### src/qdp_defs.svh
`ifndef QDP_DEFS_SVH
`define QDP_DEFS_SVH

// Clock rate and documented timing figures.
`define QDP_CLK_HZ          50000000
`define QDP_PULSE_US        250
`define QDP_MIN_SPACING_US  750
// Cycles per output pulse; a longest time rounds down.
`define QDP_PULSE_CYC       ((`QDP_CLK_HZ / 1000000) * `QDP_PULSE_US)
// Cycles of the tightest input edge spacing.
`define QDP_SPACING_CYC     ((`QDP_CLK_HZ / 1000000) * `QDP_MIN_SPACING_US)
// Width of the pulse-width counter.
`define QDP_CNT_W           16
// Position of each phase in the packed pair.
`define QDP_PH_A_BIT        0
`define QDP_PH_B_BIT        1
// Reset value of the synchroniser stages.
`define QDP_SYNC_RST        2'h0

`endif

### src/qdp_pkg.sv
package qdp_pkg;

    // Both encoder phases sampled together.
    typedef struct packed {
        logic phaseB;
        logic phaseA;
    } qdp_phase_t;

    // Direction of a decoded step.
    typedef enum logic [2:0] {
        QDP_DIR_NONE = 3'h1,
        QDP_DIR_UP   = 3'h2,
        QDP_DIR_DOWN = 3'h4
    } qdp_dir_t;

    // Output pulser states.
    typedef enum logic [2:0] {
        QDP_IDLE     = 3'h1,
        QDP_PULSE_UP = 3'h2,
        QDP_PULSE_DN = 3'h4
    } qdp_state_t;

endpackage : qdp_pkg

### src/qdp_decoder.sv
`timescale 1ns/1ps
`include "qdp_defs.svh"

module qdp_decoder #(
    parameter int unsigned PULSE_CYC = `QDP_PULSE_CYC
) (
    // Clocking
    input  wire logic clk_sys,
    input  wire logic rst_b,
    input  wire logic clkEn,
    // Encoder phases
    input  wire logic encoderPhaseA,
    input  wire logic encoderPhaseB,
    // Pulse outputs: a counts up, b counts down
    output logic      pulseOutA,
    output logic      pulseOutB
);

    // ----------------------------------------------------------------
    // Input synchronisation
    // ----------------------------------------------------------------
    qdp_pkg::qdp_phase_t rawPhase;
    qdp_pkg::qdp_phase_t cleanPhase;

    assign rawPhase.phaseA = encoderPhaseA;
    assign rawPhase.phaseB = encoderPhaseB;

    qdp_sync u_sync (
        .clk_sys    (clk_sys),
        .rst_b      (rst_b),
        .clkEn      (clkEn),
        .rawPhase   (rawPhase),
        .cleanPhase (cleanPhase)
    );

    // ----------------------------------------------------------------
    // Direction decode
    // ----------------------------------------------------------------
    // Forward means phase A leads phase B. After a single-phase change
    // the new A differs from the old B exactly when the motion is up.
    function automatic qdp_pkg::qdp_dir_t stepDir(
        input qdp_pkg::qdp_phase_t prev,
        input qdp_pkg::qdp_phase_t cur
    );
        logic chgA;
        logic chgB;
        chgA = prev.phaseA ^ cur.phaseA;
        chgB = prev.phaseB ^ cur.phaseB;
        if (chgA == chgB) begin
            // No change, or both at once: the order is lost.
            stepDir = qdp_pkg::QDP_DIR_NONE;
        end else if (cur.phaseA ^ prev.phaseB) begin
            stepDir = qdp_pkg::QDP_DIR_UP;
        end else begin
            stepDir = qdp_pkg::QDP_DIR_DOWN;
        end
    endfunction : stepDir

    qdp_pkg::qdp_phase_t prev_q, prev_d;
    qdp_pkg::qdp_dir_t   dir;

    always_comb begin
        prev_d = cleanPhase;
        dir    = stepDir(prev_q, cleanPhase);
    end

    // ----------------------------------------------------------------
    // Pulse generation
    // ----------------------------------------------------------------
    // The pulse is far shorter than the edge spacing, so a pulse always
    // ends before the next step. A step that still lands inside a pulse
    // (encoder too fast) restarts the width on the new direction rather
    // than being dropped.
    qdp_pkg::qdp_state_t      state_q, state_d;
    logic [`QDP_CNT_W-1:0]    cnt_q, cnt_d;
    logic                     outA_q, outA_d;
    logic                     outB_q, outB_d;

    localparam logic [`QDP_CNT_W-1:0] PulseLast =
        `QDP_CNT_W'(PULSE_CYC - 1);

    always_comb begin
        state_d = state_q;
        cnt_d   = cnt_q;
        if (dir == qdp_pkg::QDP_DIR_UP) begin
            state_d = qdp_pkg::QDP_PULSE_UP;
            cnt_d   = '0;
        end else if (dir == qdp_pkg::QDP_DIR_DOWN) begin
            state_d = qdp_pkg::QDP_PULSE_DN;
            cnt_d   = '0;
        end else begin
            case (state_q)
                qdp_pkg::QDP_IDLE: begin
                    cnt_d = '0;
                end
                qdp_pkg::QDP_PULSE_UP, qdp_pkg::QDP_PULSE_DN: begin
                    if (cnt_q == PulseLast) begin
                        state_d = qdp_pkg::QDP_IDLE;
                        cnt_d   = '0;
                    end else begin
                        cnt_d = cnt_q + `QDP_CNT_W'(1);
                    end
                end
                default: begin
                    state_d = qdp_pkg::QDP_IDLE;
                    cnt_d   = '0;
                end
            endcase
        end
        outA_d = (state_d == qdp_pkg::QDP_PULSE_UP);
        outB_d = (state_d == qdp_pkg::QDP_PULSE_DN);
    end

    always_ff @(posedge clk_sys) begin
        if (!rst_b) begin
            prev_q  <= `QDP_SYNC_RST;
            state_q <= qdp_pkg::QDP_IDLE;
            cnt_q   <= '0;
            outA_q  <= 1'b0;
            outB_q  <= 1'b0;
        end else if (clkEn) begin
            prev_q  <= prev_d;
            state_q <= state_d;
            cnt_q   <= cnt_d;
            outA_q  <= outA_d;
            outB_q  <= outB_d;
        end
    end

    assign pulseOutA = outA_q;
    assign pulseOutB = outB_q;

    // ----------------------------------------------------------------
    // Checks
    // ----------------------------------------------------------------
    // Helper: cycles the current pulse has stood high.
    logic [`QDP_CNT_W-1:0] hiCnt_q, hiCnt_d;
    always_comb begin
        hiCnt_d = (outA_q | outB_q) ? hiCnt_q + `QDP_CNT_W'(1) : '0;
    end

    always_ff @(posedge clk_sys) begin
        if (!rst_b) begin
            hiCnt_q <= '0;
        end else if (clkEn) begin
            hiCnt_q <= hiCnt_d;
        end
    end
endmodule : qdp_decoder

### src/qdp_sync.sv
`timescale 1ns/1ps
`include "qdp_defs.svh"

// Three-stage synchroniser for both phases; a change is accepted once
// the second and third stages agree.
module qdp_sync (
    // Clocking
    input  wire logic               clk_sys,
    input  wire logic               rst_b,
    input  wire logic               clkEn,
    // Raw and filtered phases
    input  wire qdp_pkg::qdp_phase_t rawPhase,
    output qdp_pkg::qdp_phase_t      cleanPhase
);

    qdp_pkg::qdp_phase_t s1_q, s2_q, s3_q, clean_q;
    qdp_pkg::qdp_phase_t s1_d, s2_d, s3_d, clean_d;

    always_comb begin
        s1_d    = rawPhase;
        s2_d    = s1_q;
        s3_d    = s2_q;
        clean_d = clean_q;
        if (s2_q[`QDP_PH_A_BIT] == s3_q[`QDP_PH_A_BIT]) begin
            clean_d[`QDP_PH_A_BIT] = s3_q[`QDP_PH_A_BIT];
        end
        if (s2_q[`QDP_PH_B_BIT] == s3_q[`QDP_PH_B_BIT]) begin
            clean_d[`QDP_PH_B_BIT] = s3_q[`QDP_PH_B_BIT];
        end
    end

    always_ff @(posedge clk_sys) begin
        if (!rst_b) begin
            s1_q    <= `QDP_SYNC_RST;
            s2_q    <= `QDP_SYNC_RST;
            s3_q    <= `QDP_SYNC_RST;
            clean_q <= `QDP_SYNC_RST;
        end else if (clkEn) begin
            s1_q    <= s1_d;
            s2_q    <= s2_d;
            s3_q    <= s3_d;
            clean_q <= clean_d;
        end
    end

    assign cleanPhase = clean_q;

endmodule : qdp_sync

### config.mk
export PLATFORM = sky130hd
export DESIGN_NAME = qdp_decoder
export DESIGN_NICKNAME = d
export VERILOG_FILES = /design/src/qdp_pkg.sv /design/src/qdp_decoder.sv /design/src/qdp_sync.sv
export VERILOG_INCLUDE_DIRS = /design/src
export SDC_FILE = /design/constraint.sdc
export NUM_CORES = 1
export LEC_CHECK = 0
export BUFFER_PORTS_ARGS = -buffer_cell sky130_fd_sc_hd__buf_4
export CORE_MARGIN = 1
export CORE_UTILIZATION = 40
export CTS_CLUSTER_SIZE = 28
export DETAILED_ROUTE_END_ITERATION = 6
export PLACE_DENSITY_LB_ADDON = 0.15
export SKIP_CTS_REPAIR_TIMING = 1
export SLEW_MARGIN = 20
export SYNTH_ARGS = -nofsm -noshare
export SYNTH_HDL_FRONTEND = slang
export SYNTH_SLANG_ARGS = --single-unit
### constraint.sdc
create_clock -name clk_sys -period 2.45 [get_ports clk_sys]
set_input_delay 0.1225 -clock clk_sys [delete_from_list [all_inputs] [get_ports clk_sys]]
set_output_delay 0.1225 -clock clk_sys [all_outputs]
set_load 0.03 [all_outputs]
# Yosys cells after proc, flatten, opt, wreduce, memory -nomap -nowiden
# Cells that the tools add are included.
# totals
regBits,31
output_inout_bits,2
in_bits,5
# op_classes
n_bitwise,3
n_addsub,1
mux,10
reduce_logical,3
eq_ne,11
# ops
op,n
$mux 16,4
$add 16x1->16 const B,1
$eq 16x14->1 const B,1
$mux 3,5
$eq 3x2->1 const B,3
$eq 3x3->1 const B,3
$pmux 3 s2,1
$reduce_and 2->1,2
$eq 1x1->1,3
$eq 3x1->1 const B,1
$xor 1x1->1,3
$reduce_or 2->1,1

# Longest topological paths before layout
# logic_depth
ltp_word,7
ltp_mapped,7

# Modules after synthesis
# From an unflattened synthesis, not the netlist that was laid out.
# hier_totals
cells_unflattened,168
hier_area_um2,1505.2
# modules_own_cells
mod,seq_area_each_um2,area_each_um2,cells_per_inst,instances
qdp_decoder,460.4,1162.4,136,1
qdp_sync,160.2,342.8,32,1

# Worst setup path before layout
# No wires, ideal clock.
# synth_path
kind,register to register
startpoint,register cnt_q[0]
endpoint,register cnt_q[3]
n_path_buf,0
arrival_ns,1.756
path_stages_with_launch,7
path_slack_ns,0.620
path_cell_list,dfxtp_1 -> ha_1 -> nor3b_1 -> and4_1 -> nor3_4 -> or4b_1 -> a31oi_1
# synth_between
elab_chain_len,5
word_cells_on_any_way,6
classes_between,add/sub (1); eq/ne (1); mux (4)
# synth_rtl
item,line,source
from (decl),qdp_decoder.sv:75,"logic [`QDP_CNT_W-1:0] cnt_q, cnt_d;"
from (signal assigned),qdp_decoder.sv:124,cnt_q <= cnt_d;
$add 16x1->16 / $eq 16x14->1 (equally long branches),"qdp_decoder.sv:101, qdp_decoder.sv:97",
$mux 16 (*),qdp_decoder.sv:97,if (cnt_q == PulseLast) begin
$mux 16 (*),qdp_decoder.sv:92,case (state_q)
$mux 16 (*),qdp_decoder.sv:88,end else if (dir == qdp_pkg::QDP_DIR_DOWN) begin
$mux 16 (*),qdp_decoder.sv:85,if (dir == qdp_pkg::QDP_DIR_UP) begin
# Every way passes the cells marked *; elsewhere a longest branch is shown, timed or not.
# A chain may end at the register's enable or synchronous reset.

# Worst setup path in the final report
# Ends and elaborated chain as after synthesis.

==> run_results.csv <==
group,metric,value,unit
layout,n_antenna_cell,0,
power_and_ir_drop,peakVddDrop,0.3144,mV
layout,final_core_util,49.29,%
worst_setup_path,critPathMaxFanout,10,
logic_synthesis,synth_seq_cells,31,
sta,rsz0062_at_grt,"false",
logic_synthesis,async_flop_share,0,%
grt,grt_pass1_wl,4.312,mm
logic_synthesis,synth_edf_count,0,
cts,numClockSinks,31,
logic_synthesis,yosys-top-cells-area,"dfxtp_1 (45%), nor2_1 (7.6%), xnor2_1 (6.3%)",
die,core_area,3178,µm²
detailed_routing,drt_iter0_drc,23,
logic_synthesis,synth_nets,164,
detailed_routing,drc,0,
layout,syn2layout_area_growth,13.20,%
detailed_routing,wire_per_inst,11.64,µm
die,pin_count,7,
power_and_ir_drop,p_leak,0.5682,nW
logic_synthesis,yosysWarnings,0,
sta,post-route-period-util,81.60,%
sta,hold_violations,0,
worst_setup_path,startpoint_type,"register",
worst_setup_path,cp-end-kind,"register",
logic_synthesis,ys_seq_area_share,44.85,%
sta,fin_crit,1999,ps
sta,skew,6.486,ps
cts,clk_pin_slew,90,ps
cts,root_buffer,"clkbuf_4",
sta,max_slew.worst_pin.slew,513.9,ps
worst_setup_path,crit_buf_inv,0,
die,fp-row-count,20,
cts,clockBufferDepth,2,
logic_synthesis,synth_cell_types,36,
cts,worst_skew_pair.late_latency,330,ps
logic_synthesis,syn_inst,158,
detailed_routing,ant_nets,0,
run,maxCapViolCount,0,
outcome,status,"complete, no violations",
grt,track_usage,15.96,%
sta,drv_slew,0,
logic_synthesis,synth_top_cell_area_share,44.85,%
worst_setup_path,criticalPathCategory,"register to register",
die,dieArea,3699,µm²
worst_setup_path,crit_chain,"ha_1 > nor3b_1 > and4_1 > nor3_4 > or4b_1 > a31oi_1",
cts,cts_inserted_buffers,5,
worst_setup_path,crit_arrival,2250,ps
detailed_routing,drt_wl_total,2.479,mm
worst_setup_path,cpPeakStageDelay,470,ps
logic_synthesis,syn_area,1384,µm²
worst_setup_path,crit_family,"simple AND/OR/NAND/NOR gates",
grt,grt_max_degree,21,
power_and_ir_drop,pwr_density_cell,612.1,nW/µm²
grt,globalRouteOverflowTotal,0,
placement,hpwl,1.741,mm
sta,slew_headroom,65.42,%
sta,final.setup.tns,0,ps
sta,fmax,500.2,MHz
placement,portBuffers,6,
die,fp.dieW,60.82,µm
die,dieHeight,60.82,µm
worst_setup_path,required,2710,ps
layout,drive_above_1_share,13.02,%
grt,grt_pass1_vias,969,
detailed_routing,via_per_inst,5.033,
placement,gp_congestion,0.7648,
layout,fillers,319,
cts,cts-htree-levels,2,
logic_synthesis,synthTopCellsByCount,"dfxtp_1 (31), nor2_1 (28), nand2_1 (13), xnor2_1 (10)",
die,initial_utilization,43.54,%
logic_synthesis,yosysMostFrequentCell,"dfxtp_1",
logic_synthesis,synth-main-ff-cell,"dfxtp_1",
logic_synthesis,netlist.top_cell.by_area,"dfxtp_1",
grt,antenna_found_initial,0,
detailed_routing,firstDrtPassIters,4,
detailed_routing,num_vias,1072,
logic_synthesis,syn_avg_cell_area,8.758,µm²
sta,finalSetupViolations,0,
worst_hold_path,hp-class,"input pin to register",
worst_setup_path,cp_slowest_cell,"or4b_1",
cts,cts_tree,"built",
layout,nets,174,
power_and_ir_drop,p_total,0.9589,mW
[cells by family after synthesis]
family / count (synthesis) / share of synthesized area [%]
buffers and inverters: 10 / 2.712
muxes: 8 / 5.787
DFF: 31 / 44.85
adders and majority gates: 1 / 0.9040
xor gates and xnor gates: 15 / 10.04
AOI/OAI and AO/OA: 22 / 9.404
and+or+nand+nor: 71 / 26.31
[flip-flops by register name, indices dropped and copies added (netlist names)]
name	flops
pulseOutA	1
u_sync.s2_q	2
cnt_q	16
pulseOutB	1
u_sync.s3_q	2
prev_q	2
u_sync.s1_q	2
state_q	3
u_sync.cleanPhase	2
[metrics by stage]
| step | hold slack (ps) | worst slack (ps) | std cells | instance area (µm²) |
|---|---|---|---|---|
| global placement | 351.7 | 532.5 | 205 | 1480 |
| floorplan | 198.7 | 620.1 | 158 | 1384 |
| global route | 28.00 | 301.7 | 213 | 1567 |
| finish | 16.11 | 450.9 | 213 | 1567 |
| CTS | 9.397 | 448.8 | 213 | 1567 |
| detailed placement | 363.8 | 470.5 | 205 | 1480 |
[worst paths after layout]
| check | start | end | slack (ps) | cells past startpoint |
|---|---|---|---|---|
| max | cnt_q[0]$_SDFFE_PN0P_ | cnt_q[3]$_SDFFE_PN0P_ | 450 | 6 |
| min | rst_b | state_q[0]$_SDFFE_PN1P_ | 20 | 2 |
| max reg2reg | cnt_q[0]$_SDFFE_PN0P_ | cnt_q[3]$_SDFFE_PN0P_ | 450 | 6 |
| min reg2reg | u_sync.s3_q[1]$_SDFFE_PN0P_ | u_sync.cleanPhase[1]$_SDFFE_PN0P_ | 470 | 2 |
[final cells by class]
cell class              instances  area [µm²]  share of cell area (%)
clock buffers                   6       51.30                   3.275
well taps                      44       55.05                   3.514
inverters                       5       18.77                   1.198
repair buffers                  8       60.06                   3.834
clock inverters                 2       35.03                   2.236
multi-input cells             117       725.7                   46.33
flip-flops and latches         31       620.6                   39.62
[routing by layer]
metal | global-route usage, % | up-vias | share of wire [%]
met1 | 20.78 | 482 | 50
met4 | 7.468 | 0 | 1.3
met5 | 0 | - | 0
met2 | 24.02 | 20 | 44
met3 | 5.117 | 4 | 4.5
li1 | - | 566 | -
[cell usage in the layout (no fill, tap or decap), types with 2 or more instances in the layout]
cell and n:
clkbuf_4 5, nor2_1 28, a21oi_1 8, mux2i_1 8
and4_1 2, nor2b_1 2, nand4_1 2, buf_4 8
dfxtp_1 31, nand2_1 13, nor3_1 4, o21a_1 2
xnor2_1 10, nor4_1 2, o21ai_0 7, inv_1 5
xor2_1 4, nand3_1 7
[where the power goes]
part / switching (mW) / internal [mW]
Clock: 0.171 / 0.241
Combinational: 0.0224 / 0.0142
Sequential: 0.00263 / 0.508
Total: 0.196 / 0.763
(Power assumes the default switching activity.)
